### src/pos_pkg.sv
// Constants, types and lookup functions of the power sequencer
// Assumes a 100 MHz system clock and byte-wide host settings
package pos_pkg;

  // ------------------------------------------------------------
  // Host command codes
  // ------------------------------------------------------------
  localparam logic [7:0] CMD_TURN_ON_DELAY = 8'h60;
  localparam logic [7:0] CMD_SOFT_START = 8'h61;
  localparam logic [7:0] CMD_TURN_OFF_DELAY = 8'h64;
  localparam logic [7:0] CMD_SOFT_STOP = 8'h65;
  localparam logic [7:0] CMD_INPUT_POWER_LIMIT = 8'h6b;
  localparam logic [7:0] CMD_STATUS_INPUT = 8'h7c;

  // ------------------------------------------------------------
  // Field layout and defaults
  // ------------------------------------------------------------
  localparam int TON_W = 2;
  localparam int SS_W = 3;
  localparam int TOFF_W = 2;
  localparam int SSTOP_W = 2;
  localparam int PIN_W = 3;
  localparam int STAT_PIN_WARN_BIT = 0;
  localparam logic [7:0] DEF_TON = 8'h00;
  localparam logic [7:0] DEF_SS = 8'h00;
  localparam logic [7:0] DEF_TOFF = 8'h00;
  localparam logic [7:0] DEF_SSTOP = 8'h00;
  localparam logic [7:0] DEF_PIN = 8'h00;
  localparam logic [6:0] DEF_I2C_ADDR = 7'h2c;

  // NVM slot of each setting
  localparam logic [2:0] NVM_TON = 3'h0;
  localparam logic [2:0] NVM_SS = 3'h1;
  localparam logic [2:0] NVM_TOFF = 3'h2;
  localparam logic [2:0] NVM_SSTOP = 3'h3;
  localparam logic [2:0] NVM_PIN = 3'h4;
  localparam logic [2:0] NVM_LAST = 3'h4;

  // ------------------------------------------------------------
  // Timing
  // ------------------------------------------------------------
  localparam int CLK_PERIOD_NS = 10;
  localparam int HALF_MS_NS = 500000;
  localparam int HALF_MS_CYCLES = HALF_MS_NS / CLK_PERIOD_NS;

  // ------------------------------------------------------------
  // Types
  // ------------------------------------------------------------
  typedef struct packed {
    logic [TON_W-1:0] ton;
    logic [SS_W-1:0] ss;
    logic [TOFF_W-1:0] toff;
    logic [SSTOP_W-1:0] sstop;
    logic [PIN_W-1:0] pin;
  } pos_cfg_s;

  typedef enum logic [5:0] {
    SEQ_OFF = 6'b000001,
    SEQ_TON = 6'b000010,
    SEQ_RISE = 6'b000100,
    SEQ_REG = 6'b001000,
    SEQ_TOFF = 6'b010000,
    SEQ_FALL = 6'b100000
  } pos_seq_e;

  typedef enum logic [6:0] {
    BUS_IDLE = 7'b0000001,
    BUS_ADDR = 7'b0000010,
    BUS_CMD = 7'b0000100,
    BUS_WDAT = 7'b0001000,
    BUS_ACK = 7'b0010000,
    BUS_RDAT = 7'b0100000,
    BUS_MACK = 7'b1000000
  } pos_bus_e;

  // ------------------------------------------------------------
  // Lookups, in half-millisecond units and watts
  // ------------------------------------------------------------
  function automatic logic [5:0] ton_units(input logic [TON_W-1:0] c);
    case (c)
      2'h0: ton_units = 6'h01;
      2'h1: ton_units = 6'h02;
      2'h2: ton_units = 6'h03;
      default: ton_units = 6'h04;
    endcase
  endfunction

  function automatic logic [5:0] ss_units(input logic [SS_W-1:0] c);
    case (c)
      3'h0: ss_units = 6'h02;
      3'h1: ss_units = 6'h04;
      3'h2: ss_units = 6'h08;
      3'h3: ss_units = 6'h10;
      default: ss_units = 6'h20;
    endcase
  endfunction

  function automatic logic [5:0] toff_units(input logic [TOFF_W-1:0] c);
    case (c)
      2'h0: toff_units = 6'h00;
      2'h1: toff_units = 6'h02;
      2'h2: toff_units = 6'h03;
      default: toff_units = 6'h04;
    endcase
  endfunction

  function automatic logic [5:0] sstop_units(input logic [SSTOP_W-1:0] c);
    case (c)
      2'h0: sstop_units = 6'h01;
      2'h1: sstop_units = 6'h02;
      2'h2: sstop_units = 6'h04;
      default: sstop_units = 6'h08;
    endcase
  endfunction

  function automatic logic [15:0] pin_limit(input logic [PIN_W-1:0] c);
    case (c)
      3'h0: pin_limit = 16'h01fe;
      3'h1: pin_limit = 16'h01e0;
      3'h2: pin_limit = 16'h01a4;
      3'h3: pin_limit = 16'h0168;
      3'h4: pin_limit = 16'h012c;
      3'h5: pin_limit = 16'h00f0;
      3'h6: pin_limit = 16'h00b4;
      default: pin_limit = 16'h0078;
    endcase
  endfunction

endpackage

### src/pos_nvm.sv
// Nonvolatile backup of the sequencing settings, one byte per slot
// Assumes writes come from the host port; read data is registered
`timescale 1ns/1ps
module pos_nvm (
  input wire logic clock,
  input wire logic sys_rst,
  input wire logic wr_en,
  input wire logic [2:0] wr_addr,
  input wire logic [7:0] wr_data,
  input wire logic [2:0] rd_addr,
  output logic [7:0] rd_data
);
  import pos_pkg::*;

  logic [7:0] mem [0:7];

  // ------------------------------------------------------------
  // Storage, preset to the programmed defaults
  // ------------------------------------------------------------
  always_ff @(posedge clock or posedge sys_rst) begin
    if (sys_rst) begin
      for (int i = 0; i < 8; i++) begin
        mem[i] <= 8'h00;
      end
      mem[NVM_TON] <= DEF_TON;
      mem[NVM_SS] <= DEF_SS;
      mem[NVM_TOFF] <= DEF_TOFF;
      mem[NVM_SSTOP] <= DEF_SSTOP;
      mem[NVM_PIN] <= DEF_PIN;
    end else if (wr_en) begin
      mem[wr_addr] <= wr_data;
    end
  end

  // ------------------------------------------------------------
  // Registered read
  // ------------------------------------------------------------
  always_ff @(posedge clock or posedge sys_rst) begin
    if (sys_rst) begin
      rd_data <= 8'h00;
    end else begin
      rd_data <= mem[rd_addr];
    end
  end

endmodule

### src/pos_seq_top.sv
// Power on/off sequencer with byte-wide I2C settings
// Function
// - Start condition waits turn-on delay first
// - Turn-on delay codes: 0.5, 1, 1.5, 2 ms
// - Soft-start time sets reference ramp rate
// - Soft-start codes: 1,2,4,8 ms, else 16
// - Exact only under processor bus setpoint
// - Stop condition waits turn-off delay first
// - Turn-off delay codes: 0, 1, 1.5, 2 ms
// - Soft-stop disabled: tri-state at once
// - Ramp reference to zero over soft-stop time
// - Soft-stop codes: 0.5, 1, 2, 4 ms
// - Tri-state once output reaches 200 mV
// - Compare input power against threshold continuously
// - Excess input power sets warning flag
// - Thresholds 510 down to 120 W
// - Warning threshold doubles as maximum threshold
// - Unused upper setting bits read zero
// - Byte read/write, applied live, backed up
// - Soft-start from NVM or strap pins
// Assumes pins are asynchronous; telemetry and setpoint on this clock
`timescale 1ns/1ps
module pos_seq_top #(
  parameter int HALF_MS_CYC = pos_pkg::HALF_MS_CYCLES,
  parameter logic [6:0] I2C_ADDR = pos_pkg::DEF_I2C_ADDR
) (
  input wire logic clock,
  input wire logic sys_rst,
  input wire logic scl_in,
  input wire logic sda_in,
  output logic sda_out,
  output logic sda_oe,
  input wire logic start_cond,
  input wire logic soft_stop_en,
  input wire logic vout_low,
  input wire logic strap_use,
  input wire logic [pos_pkg::SS_W-1:0] strap_code,
  input wire logic [15:0] vout_target,
  input wire logic [15:0] input_power,
  output logic [15:0] ref_dac,
  output logic switching_en,
  output logic stage_tristate,
  output logic input_power_warn,
  output logic input_power_over
);
  import pos_pkg::*;

  // ------------------------------------------------------------
  // Pin synchronisers
  // ------------------------------------------------------------
  logic [8:0] sync1;
  logic [8:0] sync2;
  logic scl_d;
  logic sda_d;
  logic scl_s, sda_s, start_s, stopen_s, low_s, strap_s;
  logic [SS_W-1:0] strap_code_s;

  always_ff @(posedge clock or posedge sys_rst) begin
    if (sys_rst) begin
      sync1 <= 9'h003;
      sync2 <= 9'h003;
      scl_d <= 1'b1;
      sda_d <= 1'b1;
    end else begin
      sync1 <= {strap_code, strap_use, vout_low, soft_stop_en, start_cond,
                sda_in, scl_in};
      sync2 <= sync1;
      scl_d <= sync2[0];
      sda_d <= sync2[1];
    end
  end

  assign scl_s = sync2[0];
  assign sda_s = sync2[1];
  assign start_s = sync2[2];
  assign stopen_s = sync2[3];
  assign low_s = sync2[4];
  assign strap_s = sync2[5];
  assign strap_code_s = sync2[8:6];

  // ------------------------------------------------------------
  // I2C slave: write byte and read byte
  // ------------------------------------------------------------
  pos_bus_e bus_st;
  pos_bus_e bus_after;
  logic [7:0] shreg;
  logic [3:0] bitc;
  logic [7:0] cmd;
  logic wr_pulse;
  logic [7:0] wr_byte;
  logic [7:0] rd_byte;
  logic bus_start, bus_stop, scl_rise, scl_fall;

  assign bus_start = scl_s & sda_d & ~sda_s;
  assign bus_stop = scl_s & ~sda_d & sda_s;
  assign scl_rise = scl_s & ~scl_d;
  assign scl_fall = ~scl_s & scl_d;
  assign sda_out = 1'b0;

  always_ff @(posedge clock or posedge sys_rst) begin
    if (sys_rst) begin
      bus_st <= BUS_IDLE;
      bus_after <= BUS_IDLE;
      shreg <= 8'h00;
      bitc <= 4'h0;
      cmd <= 8'h00;
      sda_oe <= 1'b0;
      wr_pulse <= 1'b0;
      wr_byte <= 8'h00;
    end else begin
      wr_pulse <= 1'b0;
      if (bus_start) begin
        bus_st <= BUS_ADDR;
        bitc <= 4'h0;
        sda_oe <= 1'b0;
      end else if (bus_stop) begin
        bus_st <= BUS_IDLE;
        sda_oe <= 1'b0;
      end else begin
        case (bus_st)
          BUS_ADDR, BUS_CMD, BUS_WDAT: begin
            if (scl_rise) begin
              shreg <= {shreg[6:0], sda_s};
              bitc <= bitc + 4'h1;
            end else if (scl_fall && bitc == 4'h8) begin
              bitc <= 4'h0;
              bus_st <= BUS_ACK;
              sda_oe <= 1'b1;
              if (bus_st == BUS_ADDR) begin
                if (shreg[7:1] != I2C_ADDR) begin
                  bus_st <= BUS_IDLE;
                  sda_oe <= 1'b0;
                end
                bus_after <= shreg[0] ? BUS_RDAT : BUS_CMD;
              end else if (bus_st == BUS_CMD) begin
                cmd <= shreg;
                bus_after <= BUS_WDAT;
              end else begin
                wr_pulse <= 1'b1;
                wr_byte <= shreg;
                bus_after <= BUS_WDAT;
              end
            end
          end
          BUS_ACK: begin
            if (scl_fall) begin
              bus_st <= bus_after;
              sda_oe <= 1'b0;
              if (bus_after == BUS_RDAT) begin
                shreg <= {rd_byte[6:0], 1'b0};
                sda_oe <= ~rd_byte[7];
              end
            end
          end
          BUS_RDAT: begin
            if (scl_rise) begin
              bitc <= bitc + 4'h1;
            end else if (scl_fall) begin
              if (bitc == 4'h8) begin
                bitc <= 4'h0;
                sda_oe <= 1'b0;
                bus_st <= BUS_MACK;
              end else begin
                sda_oe <= ~shreg[7];
                shreg <= {shreg[6:0], 1'b0};
              end
            end
          end
          BUS_MACK: begin
            if (scl_rise) begin
              bus_st <= BUS_IDLE;
            end
          end
          BUS_IDLE: begin
            sda_oe <= 1'b0;
          end
          default: begin
            bus_st <= BUS_IDLE;
            sda_oe <= 1'b0;
          end
        endcase
      end
    end
  end

  // ------------------------------------------------------------
  // Settings, NVM load after reset and backup on write
  // ------------------------------------------------------------
  pos_cfg_s cfg;
  logic load_busy;
  logic load_valid;
  logic [2:0] load_idx;
  logic [2:0] load_slot;
  logic [7:0] nvm_rd;
  logic nvm_we;
  logic [2:0] nvm_wa;
  logic warn_flag;
  logic over;

  always_comb begin
    nvm_we = 1'b0;
    nvm_wa = NVM_TON;
    case (cmd)
      CMD_TURN_ON_DELAY: begin
        nvm_we = wr_pulse;
        nvm_wa = NVM_TON;
      end
      CMD_SOFT_START: begin
        nvm_we = wr_pulse;
        nvm_wa = NVM_SS;
      end
      CMD_TURN_OFF_DELAY: begin
        nvm_we = wr_pulse;
        nvm_wa = NVM_TOFF;
      end
      CMD_SOFT_STOP: begin
        nvm_we = wr_pulse;
        nvm_wa = NVM_SSTOP;
      end
      CMD_INPUT_POWER_LIMIT: begin
        nvm_we = wr_pulse;
        nvm_wa = NVM_PIN;
      end
      default: begin
        nvm_we = 1'b0;
      end
    endcase
  end

  pos_nvm u_nvm (
    .clock(clock),
    .sys_rst(sys_rst),
    .wr_en(nvm_we),
    .wr_addr(nvm_wa),
    .wr_data(wr_byte),
    .rd_addr(load_idx),
    .rd_data(nvm_rd)
  );

  always_ff @(posedge clock or posedge sys_rst) begin
    if (sys_rst) begin
      load_busy <= 1'b1;
      load_valid <= 1'b0;
      load_idx <= NVM_TON;
      load_slot <= NVM_TON;
      cfg <= '0;
    end else begin
      load_valid <= load_busy;
      load_slot <= load_idx;
      if (load_busy) begin
        if (load_idx == NVM_LAST) begin
          load_busy <= 1'b0;
        end else begin
          load_idx <= load_idx + 3'h1;
        end
      end
      if (load_valid) begin
        case (load_slot)
          NVM_TON: cfg.ton <= nvm_rd[TON_W-1:0];
          NVM_SS: cfg.ss <= strap_s ? strap_code_s : nvm_rd[SS_W-1:0];
          NVM_TOFF: cfg.toff <= nvm_rd[TOFF_W-1:0];
          NVM_SSTOP: cfg.sstop <= nvm_rd[SSTOP_W-1:0];
          default: cfg.pin <= nvm_rd[PIN_W-1:0];
        endcase
      end else if (wr_pulse) begin
        case (cmd)
          CMD_TURN_ON_DELAY: cfg.ton <= wr_byte[TON_W-1:0];
          CMD_SOFT_START: cfg.ss <= wr_byte[SS_W-1:0];
          CMD_TURN_OFF_DELAY: cfg.toff <= wr_byte[TOFF_W-1:0];
          CMD_SOFT_STOP: cfg.sstop <= wr_byte[SSTOP_W-1:0];
          CMD_INPUT_POWER_LIMIT: cfg.pin <= wr_byte[PIN_W-1:0];
          default: cfg.pin <= cfg.pin;
        endcase
      end
    end
  end

  // Read data, upper bits zero
  always_comb begin
    case (cmd)
      CMD_TURN_ON_DELAY: rd_byte = {6'h00, cfg.ton};
      CMD_SOFT_START: rd_byte = {5'h00, cfg.ss};
      CMD_TURN_OFF_DELAY: rd_byte = {6'h00, cfg.toff};
      CMD_SOFT_STOP: rd_byte = {6'h00, cfg.sstop};
      CMD_INPUT_POWER_LIMIT: rd_byte = {5'h00, cfg.pin};
      CMD_STATUS_INPUT: rd_byte = {7'h00, warn_flag};
      default: rd_byte = 8'h00;
    endcase
  end

  // ------------------------------------------------------------
  // Input power comparator and warning flag
  // ------------------------------------------------------------
  assign over = input_power > pin_limit(cfg.pin);

  always_ff @(posedge clock or posedge sys_rst) begin
    if (sys_rst) begin
      warn_flag <= 1'b0;
      input_power_over <= 1'b0;
    end else begin
      input_power_over <= over;
      if (over) begin
        warn_flag <= 1'b1;
      end else if (wr_pulse && cmd == CMD_STATUS_INPUT &&
                   wr_byte[STAT_PIN_WARN_BIT]) begin
        warn_flag <= 1'b0;
      end
    end
  end

  assign input_power_warn = warn_flag;

  // ------------------------------------------------------------
  // Sequencer with reference ramp
  // ------------------------------------------------------------
  pos_seq_e seq;
  logic [23:0] tmr;
  logic [23:0] span_cyc;
  logic [24:0] acc;
  logic [15:0] span;
  logic [24:0] next_acc;
  logic step;

  function automatic logic [23:0] to_cyc(input logic [5:0] units);
    to_cyc = 24'(units) * 24'(HALF_MS_CYC);
  endfunction

  // Spread span steps evenly over span_cyc cycles
  assign next_acc = acc + 25'(span);
  assign step = next_acc >= 25'(span_cyc);

  always_ff @(posedge clock or posedge sys_rst) begin
    if (sys_rst) begin
      seq <= SEQ_OFF;
      tmr <= 24'h000000;
      span_cyc <= 24'h000001;
      acc <= 25'h0000000;
      span <= 16'h0000;
      ref_dac <= 16'h0000;
      switching_en <= 1'b0;
    end else begin
      case (seq)
        SEQ_OFF: begin
          ref_dac <= 16'h0000;
          switching_en <= 1'b0;
          if (start_s && !load_busy && !load_valid) begin
            seq <= SEQ_TON;
            tmr <= to_cyc(ton_units(cfg.ton));
          end
        end
        SEQ_TON: begin
          if (!start_s) begin
            seq <= SEQ_OFF;
          end else if (tmr <= 24'h000001) begin
            seq <= SEQ_RISE;
            switching_en <= 1'b1;
            span <= vout_target;
            span_cyc <= to_cyc(ss_units(cfg.ss));
            tmr <= to_cyc(ss_units(cfg.ss));
            acc <= 25'h0000000;
          end else begin
            tmr <= tmr - 24'h000001;
          end
        end
        SEQ_RISE: begin
          // Duration matches selection for a fixed setpoint only
          if (step) begin
            acc <= next_acc - 25'(span_cyc);
            ref_dac <= ref_dac + 16'h0001;
          end else begin
            acc <= next_acc;
          end
          if (!start_s) begin
            seq <= SEQ_TOFF;
            tmr <= to_cyc(toff_units(cfg.toff));
          end else if (tmr <= 24'h000001) begin
            seq <= SEQ_REG;
            ref_dac <= vout_target;
          end else begin
            tmr <= tmr - 24'h000001;
          end
        end
        SEQ_REG: begin
          ref_dac <= vout_target;
          if (!start_s) begin
            seq <= SEQ_TOFF;
            tmr <= to_cyc(toff_units(cfg.toff));
          end
        end
        SEQ_TOFF: begin
          if (tmr <= 24'h000001) begin
            seq <= SEQ_FALL;
            span <= ref_dac;
            span_cyc <= to_cyc(sstop_units(cfg.sstop));
            tmr <= to_cyc(sstop_units(cfg.sstop));
            acc <= 25'h0000000;
          end else begin
            tmr <= tmr - 24'h000001;
          end
        end
        SEQ_FALL: begin
          if (step && ref_dac != 16'h0000) begin
            acc <= next_acc - 25'(span_cyc);
            ref_dac <= ref_dac - 16'h0001;
          end else begin
            acc <= next_acc;
          end
          if (tmr <= 24'h000001) begin
            ref_dac <= 16'h0000;
          end else begin
            tmr <= tmr - 24'h000001;
          end
          if (low_s) begin
            seq <= SEQ_OFF;
            switching_en <= 1'b0;
            ref_dac <= 16'h0000;
          end
        end
        default: begin
          seq <= SEQ_OFF;
          switching_en <= 1'b0;
        end
      endcase
      // Soft-stop disabled: no delay, no ramp
      if (!stopen_s && !start_s && seq != SEQ_OFF) begin
        seq <= SEQ_OFF;
        switching_en <= 1'b0;
        ref_dac <= 16'h0000;
      end
    end
  end

  assign stage_tristate = ~switching_en;

endmodule

### config.mk
export PLATFORM = sky130hd
export DESIGN_NAME = pos_seq_top
export DESIGN_NICKNAME = d
export VERILOG_FILES = /design/src/pos_pkg.sv /design/src/pos_nvm.sv /design/src/pos_seq_top.sv
export SDC_FILE = /design/constraint.sdc
export NUM_CORES = 1
export LEC_CHECK = 0
export ABC_AREA = 1
export ABC_CLOCK_PERIOD_IN_PS = 8700
export BUFFER_PORTS_ARGS = -buffer_cell sky130_fd_sc_hd__buf_4
export CAP_MARGIN = 20
export CELL_PAD_IN_SITES_DETAIL_PLACEMENT = 1
export CELL_PAD_IN_SITES_GLOBAL_PLACEMENT = 2
export CORE_UTILIZATION = 37
export CTS_BUF_LIST = sky130_fd_sc_hd__clkbuf_2
export DETAILED_ROUTE_END_ITERATION = 12
export PLACE_DENSITY_LB_ADDON = 0.2
export SYNTH_ARGS = -nofsm -noshare
export SYNTH_HDL_FRONTEND = slang
export SYNTH_SLANG_ARGS = --single-unit
export TNS_END_PERCENT = 50
### constraint.sdc
create_clock -name clock -period 8.7 [get_ports clock]
set_input_delay 1.74 -clock clock [delete_from_list [all_inputs] [get_ports clock]]
set_output_delay 1.74 -clock clock [all_outputs]
set_load 0.02 [all_outputs]
### Word-level counts from Yosys, hierarchy flattened

Cells that the tools add are included.

* add/sub/neg operators: 7
* $mul: 5
* magnitude comparators: 6
* equal/unequal tests: 81
* multiplexer cells: 133
* bitwise operators: 21
* reductions and logical operators: 56

Operators with widths (count)
* $mux W24: 10
* $mux W16: 10
* $pmux W24 S6: 1
* $mux W6: 21
* $mux W25: 4
* $pmux W25 S4: 1
* $mul A6 B12 Y18 const B: 5
* $bwmux W64: 1
* $pmux W16 S4: 1
* $mux W7: 9
* $pmux W9 S7: 1
* $mux W8: 7
* $eq A8 B7 Y1 const B: 6
* $ne A4 B4 Y1 const B: 12
* $pmux W24 S2: 1
* $pmux W6 S6: 1
* $pmux W7 S5: 1
* $pmux W16 S2: 1
* $mux W4: 7
* $mux W1: 27
* $ne A2 B2 Y1 const B: 13
* $add A25 B16 Y25: 1
* $ge A25 B24 Y1: 1
* $sub A25 B24 Y25: 1
* 73 further kinds: 166

* bits in registers: 265
* input port bits: 43
* word-level logic and storage cells: 348

### Longest topological paths before layout

* word-level depth: 9
* depth in mapped cells: 28
* depth with buffers taken out: 27

### Modules after synthesis

From an unflattened synthesis, not the netlist that was laid out.

* cell total of the unflattened synthesis: 2709
* area, all modules: 18919.4 sq um

By module, submodules not included
* pos_seq_top: instances 1, cells an instance 2261, area an instance 15524.9 sq um, sequential area each 4768.3 sq um
* pos_nvm: instances 1, cells an instance 448, area an instance 3394.5 sq um, sequential area each 1801.7 sq um

### Least setup slack after synthesis

OpenSTA, ideal clock, no wires.

* kind: reg2reg
* start: register acc[2]
* end: register acc[6]
* setup time: 0.130 ns
* data arrival time: 3.595 ns
* data required time: 8.570 ns
* slack: 4.975 ns
* cell stages (with the launch flop): 22
* buffers on the path: 2
* cells stage by stage: dfrtp_1 > ha_1 > or2_1 > nand3_1 > nand2_2 > a31oi_1 > o21ai_0 > a31oi_1 > xor2_1 > inv_1 > ha_1 > nand2_1 > nor2_1 > nand3_1 > nor3_2 > nand4_4 > nand3_4 > buf_4 > buf_4 > nand2_1 > o211ai_1 > nand3_1

* longest elaborated chain between the ends: 5

Ends and longest elaborated chain
* start: declaration: line pos_seq_top.sv:319 `logic [24:0] acc;`
* start signal: assignment: line pos_seq_top.sv:368 `acc <= next_acc - 25'(span_cyc);`
* start signal: assignment: line pos_seq_top.sv:371 `acc <= next_acc;`
* start signal: assignment: line pos_seq_top.sv:403 `acc <= next_acc - 25'(span_cyc);`
* $add A25 B16 Y25 *: line pos_seq_top.sv:329 `assign next_acc = acc + 25'(span);`
* $ge A25 B24 Y1: line pos_seq_top.sv:330 `assign step = next_acc >= 25'(span_cyc);`
* $logic_and A1 B1 Y1: line pos_seq_top.sv:402 `if (step && ref_dac != 16'h0000) begin`
* $mux W25: line pos_seq_top.sv:402
* $pmux W25 S4 *: line pos_seq_top.sv:342 `case (seq)`

Mark *: on every way between the ends. The rest lies on a longest branch, timed or not.
A chain may end at the register's enable or synchronous reset.

### Final worst setup path

* start: register acc[2]
* end: register acc[8]

Same word-level chain as after synthesis.

==> results.md <==
* Grt total ovfl at 0
* DRT iter0 DRCs at roughly 1000
* Max-cap viol count at 0
* Sequential area share after synthesis at 0.318
* Cts bufs inserted at 66
* Reg area at around 0.0053 mm2
* Worst Hold End: sync2[8]$_DFF_PP0_
* Most common cell in the netlist: nand2_1
* Clock Tree Root: clkbuf_2
* Yosys cell types at 67
* Die Width at roughly 210 um
* Area grow syn2layout at 9.45%
* Die area at around 0.046 mm2
* Largest family of logic cells by synthesized area: simple AND/OR/NAND/NOR gates
* RSZ-0062 raised after global routing: false
* Post-CTS setup buffers at 0
* Global-route wire length before repair at 94800 um
* Largest net degree at the start of global routing at 73
* Hold Crit Start: sync1[8]$_DFF_PP0_
* # resized after CTS at 0
* Final core occ at 0.412
* Commonest cells post-synth: 627 x nand2_1, 303 x inv_1, 218 x nor2_1, 201 x dfrtp_1, 172 x nand3_1
* Slew @ Worst Pin at approximately 1200 ps
* # setup viols final at 0
* Avg WL per Cell at ~19 um
* Initial core utilization at 0.377
* Outcome: completed
* Final Wtd Congestion at just under 0.9
* FFs w/ async S/R, synth at 1.00
* Largest cells by area after synthesis: dfrtp_1 30%, nand2_1 14%, ha_1 8.7%
* Primary FF master, synth: dfrtp_1
* ANT nets after route at 0
* Share of post-route cells with drive strength above 1 at 0.101
* Simple-gate share of the synthesized area at 0.304
* GRT Util Overall at 0.259
* Final Skew at 118 ps
* Sink Count at 212
* Die Height at approximately 210 um
* Hpwl dp at between 40000 and 50000 um
* R2R Path End: acc[8]$_DFFE_PP0P_
* Post-synthesis mux area share at 0.000598
* CORE AREA at approximately 0.044 mm2
* Critical Path End Type: flip-flop
* Tmin final at about 5900 ps
* Area share of the leading cell type in the synthesized netlist at 0.301
* Max clock buf depth at 3
* Slew headroom at 0.210
* CTS tree: yes
* R2R Setup Slk at ~2800 ps
* Worst vdd ir at around 0.17 mV
* Crit path launch type: flip-flop
* Final cell count without fillers at 3105
* Avg Cell Area, Syn at between 6 and 7 um2
* Arrival time at the worst endpoint at 6710 ps
* Final-layout fill cell count at about 5700
* I/O Pins at 65
* Syn Inst Count at 2400
* DR vias/cell at 5.35
* # H-tree levels at 3
* Multi-input gate area at around 0.0099 mm2
* Critical path class: reg2reg
* Nets at approximately 2600
* FF+latch count, synth at between 200 and 250
* Reg clk slew, reported paths at approximately 100 ps
* Initial antenna violation count at 3
* Maximum net fanout on the critical path at 58
* Via count at roughly 17000
* Placed insts at 2990
* Number of flops mapped to enable cells by yosys at 0
* Period utilisation layout at 0.677
* Reg2reg start: acc[2]$_DFFE_PP0P_
* Synth area leader: dfrtp_1
* # hold bufs at CTS at 0
* Synth Area in Adders at 0.0904
* Vias in the first global route at approximately 17000
* DRT Pass-1 Iters at 5
* Fin. max-slew vios at 0
* Clock latency on the worst-skew pair at ~1000 ps
* Post-synthesis compound-gate area fraction at 0.151
* Cell area power density at roughly 250 mW/mm2
* P_leak at between 9 and 10 nW
* Hold Vio Cnt, Final at 0
* Worst Path Required at roughly 9500 ps
* Synth Cell Area at approximately 0.017 mm2
* Worst r2r path cells at 23
* Routed WL at 58800 um
* Synth Area in XOR/XNOR at 0.0424
* Warnings from Yosys at 0
* Tightest Hold Check Type: reg2reg
* Port Buf Inserts at 63
* Fmax at ~170 MHz
* Drt drc at 0
* Row cnt at between 70 and 80
* Hold Crit Depth at 0
* Setup TNS at 0 ps
## final cells by class
type	count	share of cell area
antenna	1	0.000137
clock buffer	96	0.0262
clock inverter	16	0.00690
inverter	317	0.0654
multi-input combinational	1796	0.539
sequential	212	0.291
tap	592	0.0405
timing repair buffer	75	0.0314
## kinds of logic after synthesis
group | count (synthesis)
flops | 212
xor+xnor | 81
simple gates | 1166
compound gates | 426
fa+ha+maj | 119
mux | 1
other cells | 1
buf+inv | 394
## critical path, stage by stage, from the launching register on
cell and delay (ps):
dfrtp_1 410, ha_1 380, or2_1 250, nand3_1 90, nand2_2 100, a31oi_1 210, o21ai_0 170, a31oi_1 200
xor2_1 240, inv_1 120, ha_1 390, nand2_1 120, nor2_1 160, nand2_1 90, nor3_1 180, nand2_1 80
nand2_1 270, nand3_4 290, nand3_4 650, nand2_4 290, inv_2 630, nand2_1 140, o211ai_1 130, nand3_1 100
## placed cells by master, fill, tap and decap left out, types with 7 or more instances in the layout
cell type and n:
o22ai_1 16, nand2_1 627, inv_2 15, inv_1 302, ha_1 116, o21ai_1 14
nor4_1 13, o31ai_1 9, clkinv_1 9, o21ai_0 169, or2_2 8, nor2_1 217
dfstp_2 11, xnor2_1 27, dfrtp_1 201, buf_4 73, clkbuf_2 96, a31oi_1 43
a21oi_1 90, nand3_1 172, xor2_1 54, nand4_1 53, o211ai_1 39, nor2_2 7
nor3_1 37
## sequential cells by signal, summed over array words and instances, names as in the netlist, 7 cells and up
name,flops
shreg,8
tmr,24
sync1,9
ref_dac,16
bus_st,7
cmd,8
u_nvm.mem,24
acc,25
span_cyc,19
span,16
sync2,9
cfg,12
## where the power goes
| group | internal, mW | switching [mW] | total [mW] | leakage (nW) |
|---|---|---|---|---|
| clock network | 0.353 | 0.495 | 0.849 | 0.456 |
| logic | 0.792 | 1.76 | 2.55 | 6.05 |
| registers | 1.11 | 0.123 | 1.23 | 2.67 |
| total | 2.25 | 2.37 | 4.63 | 9.18 |
## stage by stage
step / power, mW / hold slack [ps] / instance area (um2) / setup WS (ps)
global route: 5.03 / 290 / 18300 / 2420
floorplan: 3.00 / 331 / 16700 / 1180
detailed placement: 3.76 / 337 / 17700 / 2940
CTS: 4.65 / 262 / 18300 / 2860
global placement: 3.71 / 336 / 17700 / 3200
finish: 4.63 / 252 / 18300 / 2810
## worst max path at each step
stage,end,start,depth (start not counted)
final,acc[8]$_DFFE_PP0P_,acc[2]$_DFFE_PP0P_,23
after global routing,acc[8]$_DFFE_PP0P_,acc[2]$_DFFE_PP0P_,23
after CTS,acc[1]$_DFFE_PP0P_,acc[2]$_DFFE_PP0P_,23
after detailed placement,acc[1]$_DFFE_PP0P_,acc[0]$_DFFE_PP0P_,24
after global placement,acc[0]$_DFFE_PP0P_,acc[6]$_DFFE_PP0P_,22
after floorplan,acc[0]$_DFFE_PP0P_,sys_rst,1
## layer usage
layer	routed length, um	GRT usage	vias to the layer above
li1	-	-	8100
met1	29100	0.368	8122
met2	26000	0.403	320
met3	2450	0.0374	80
met4	1230	0.0848	2
met5	13	0	-
Power figures use the tool's default switching activity.
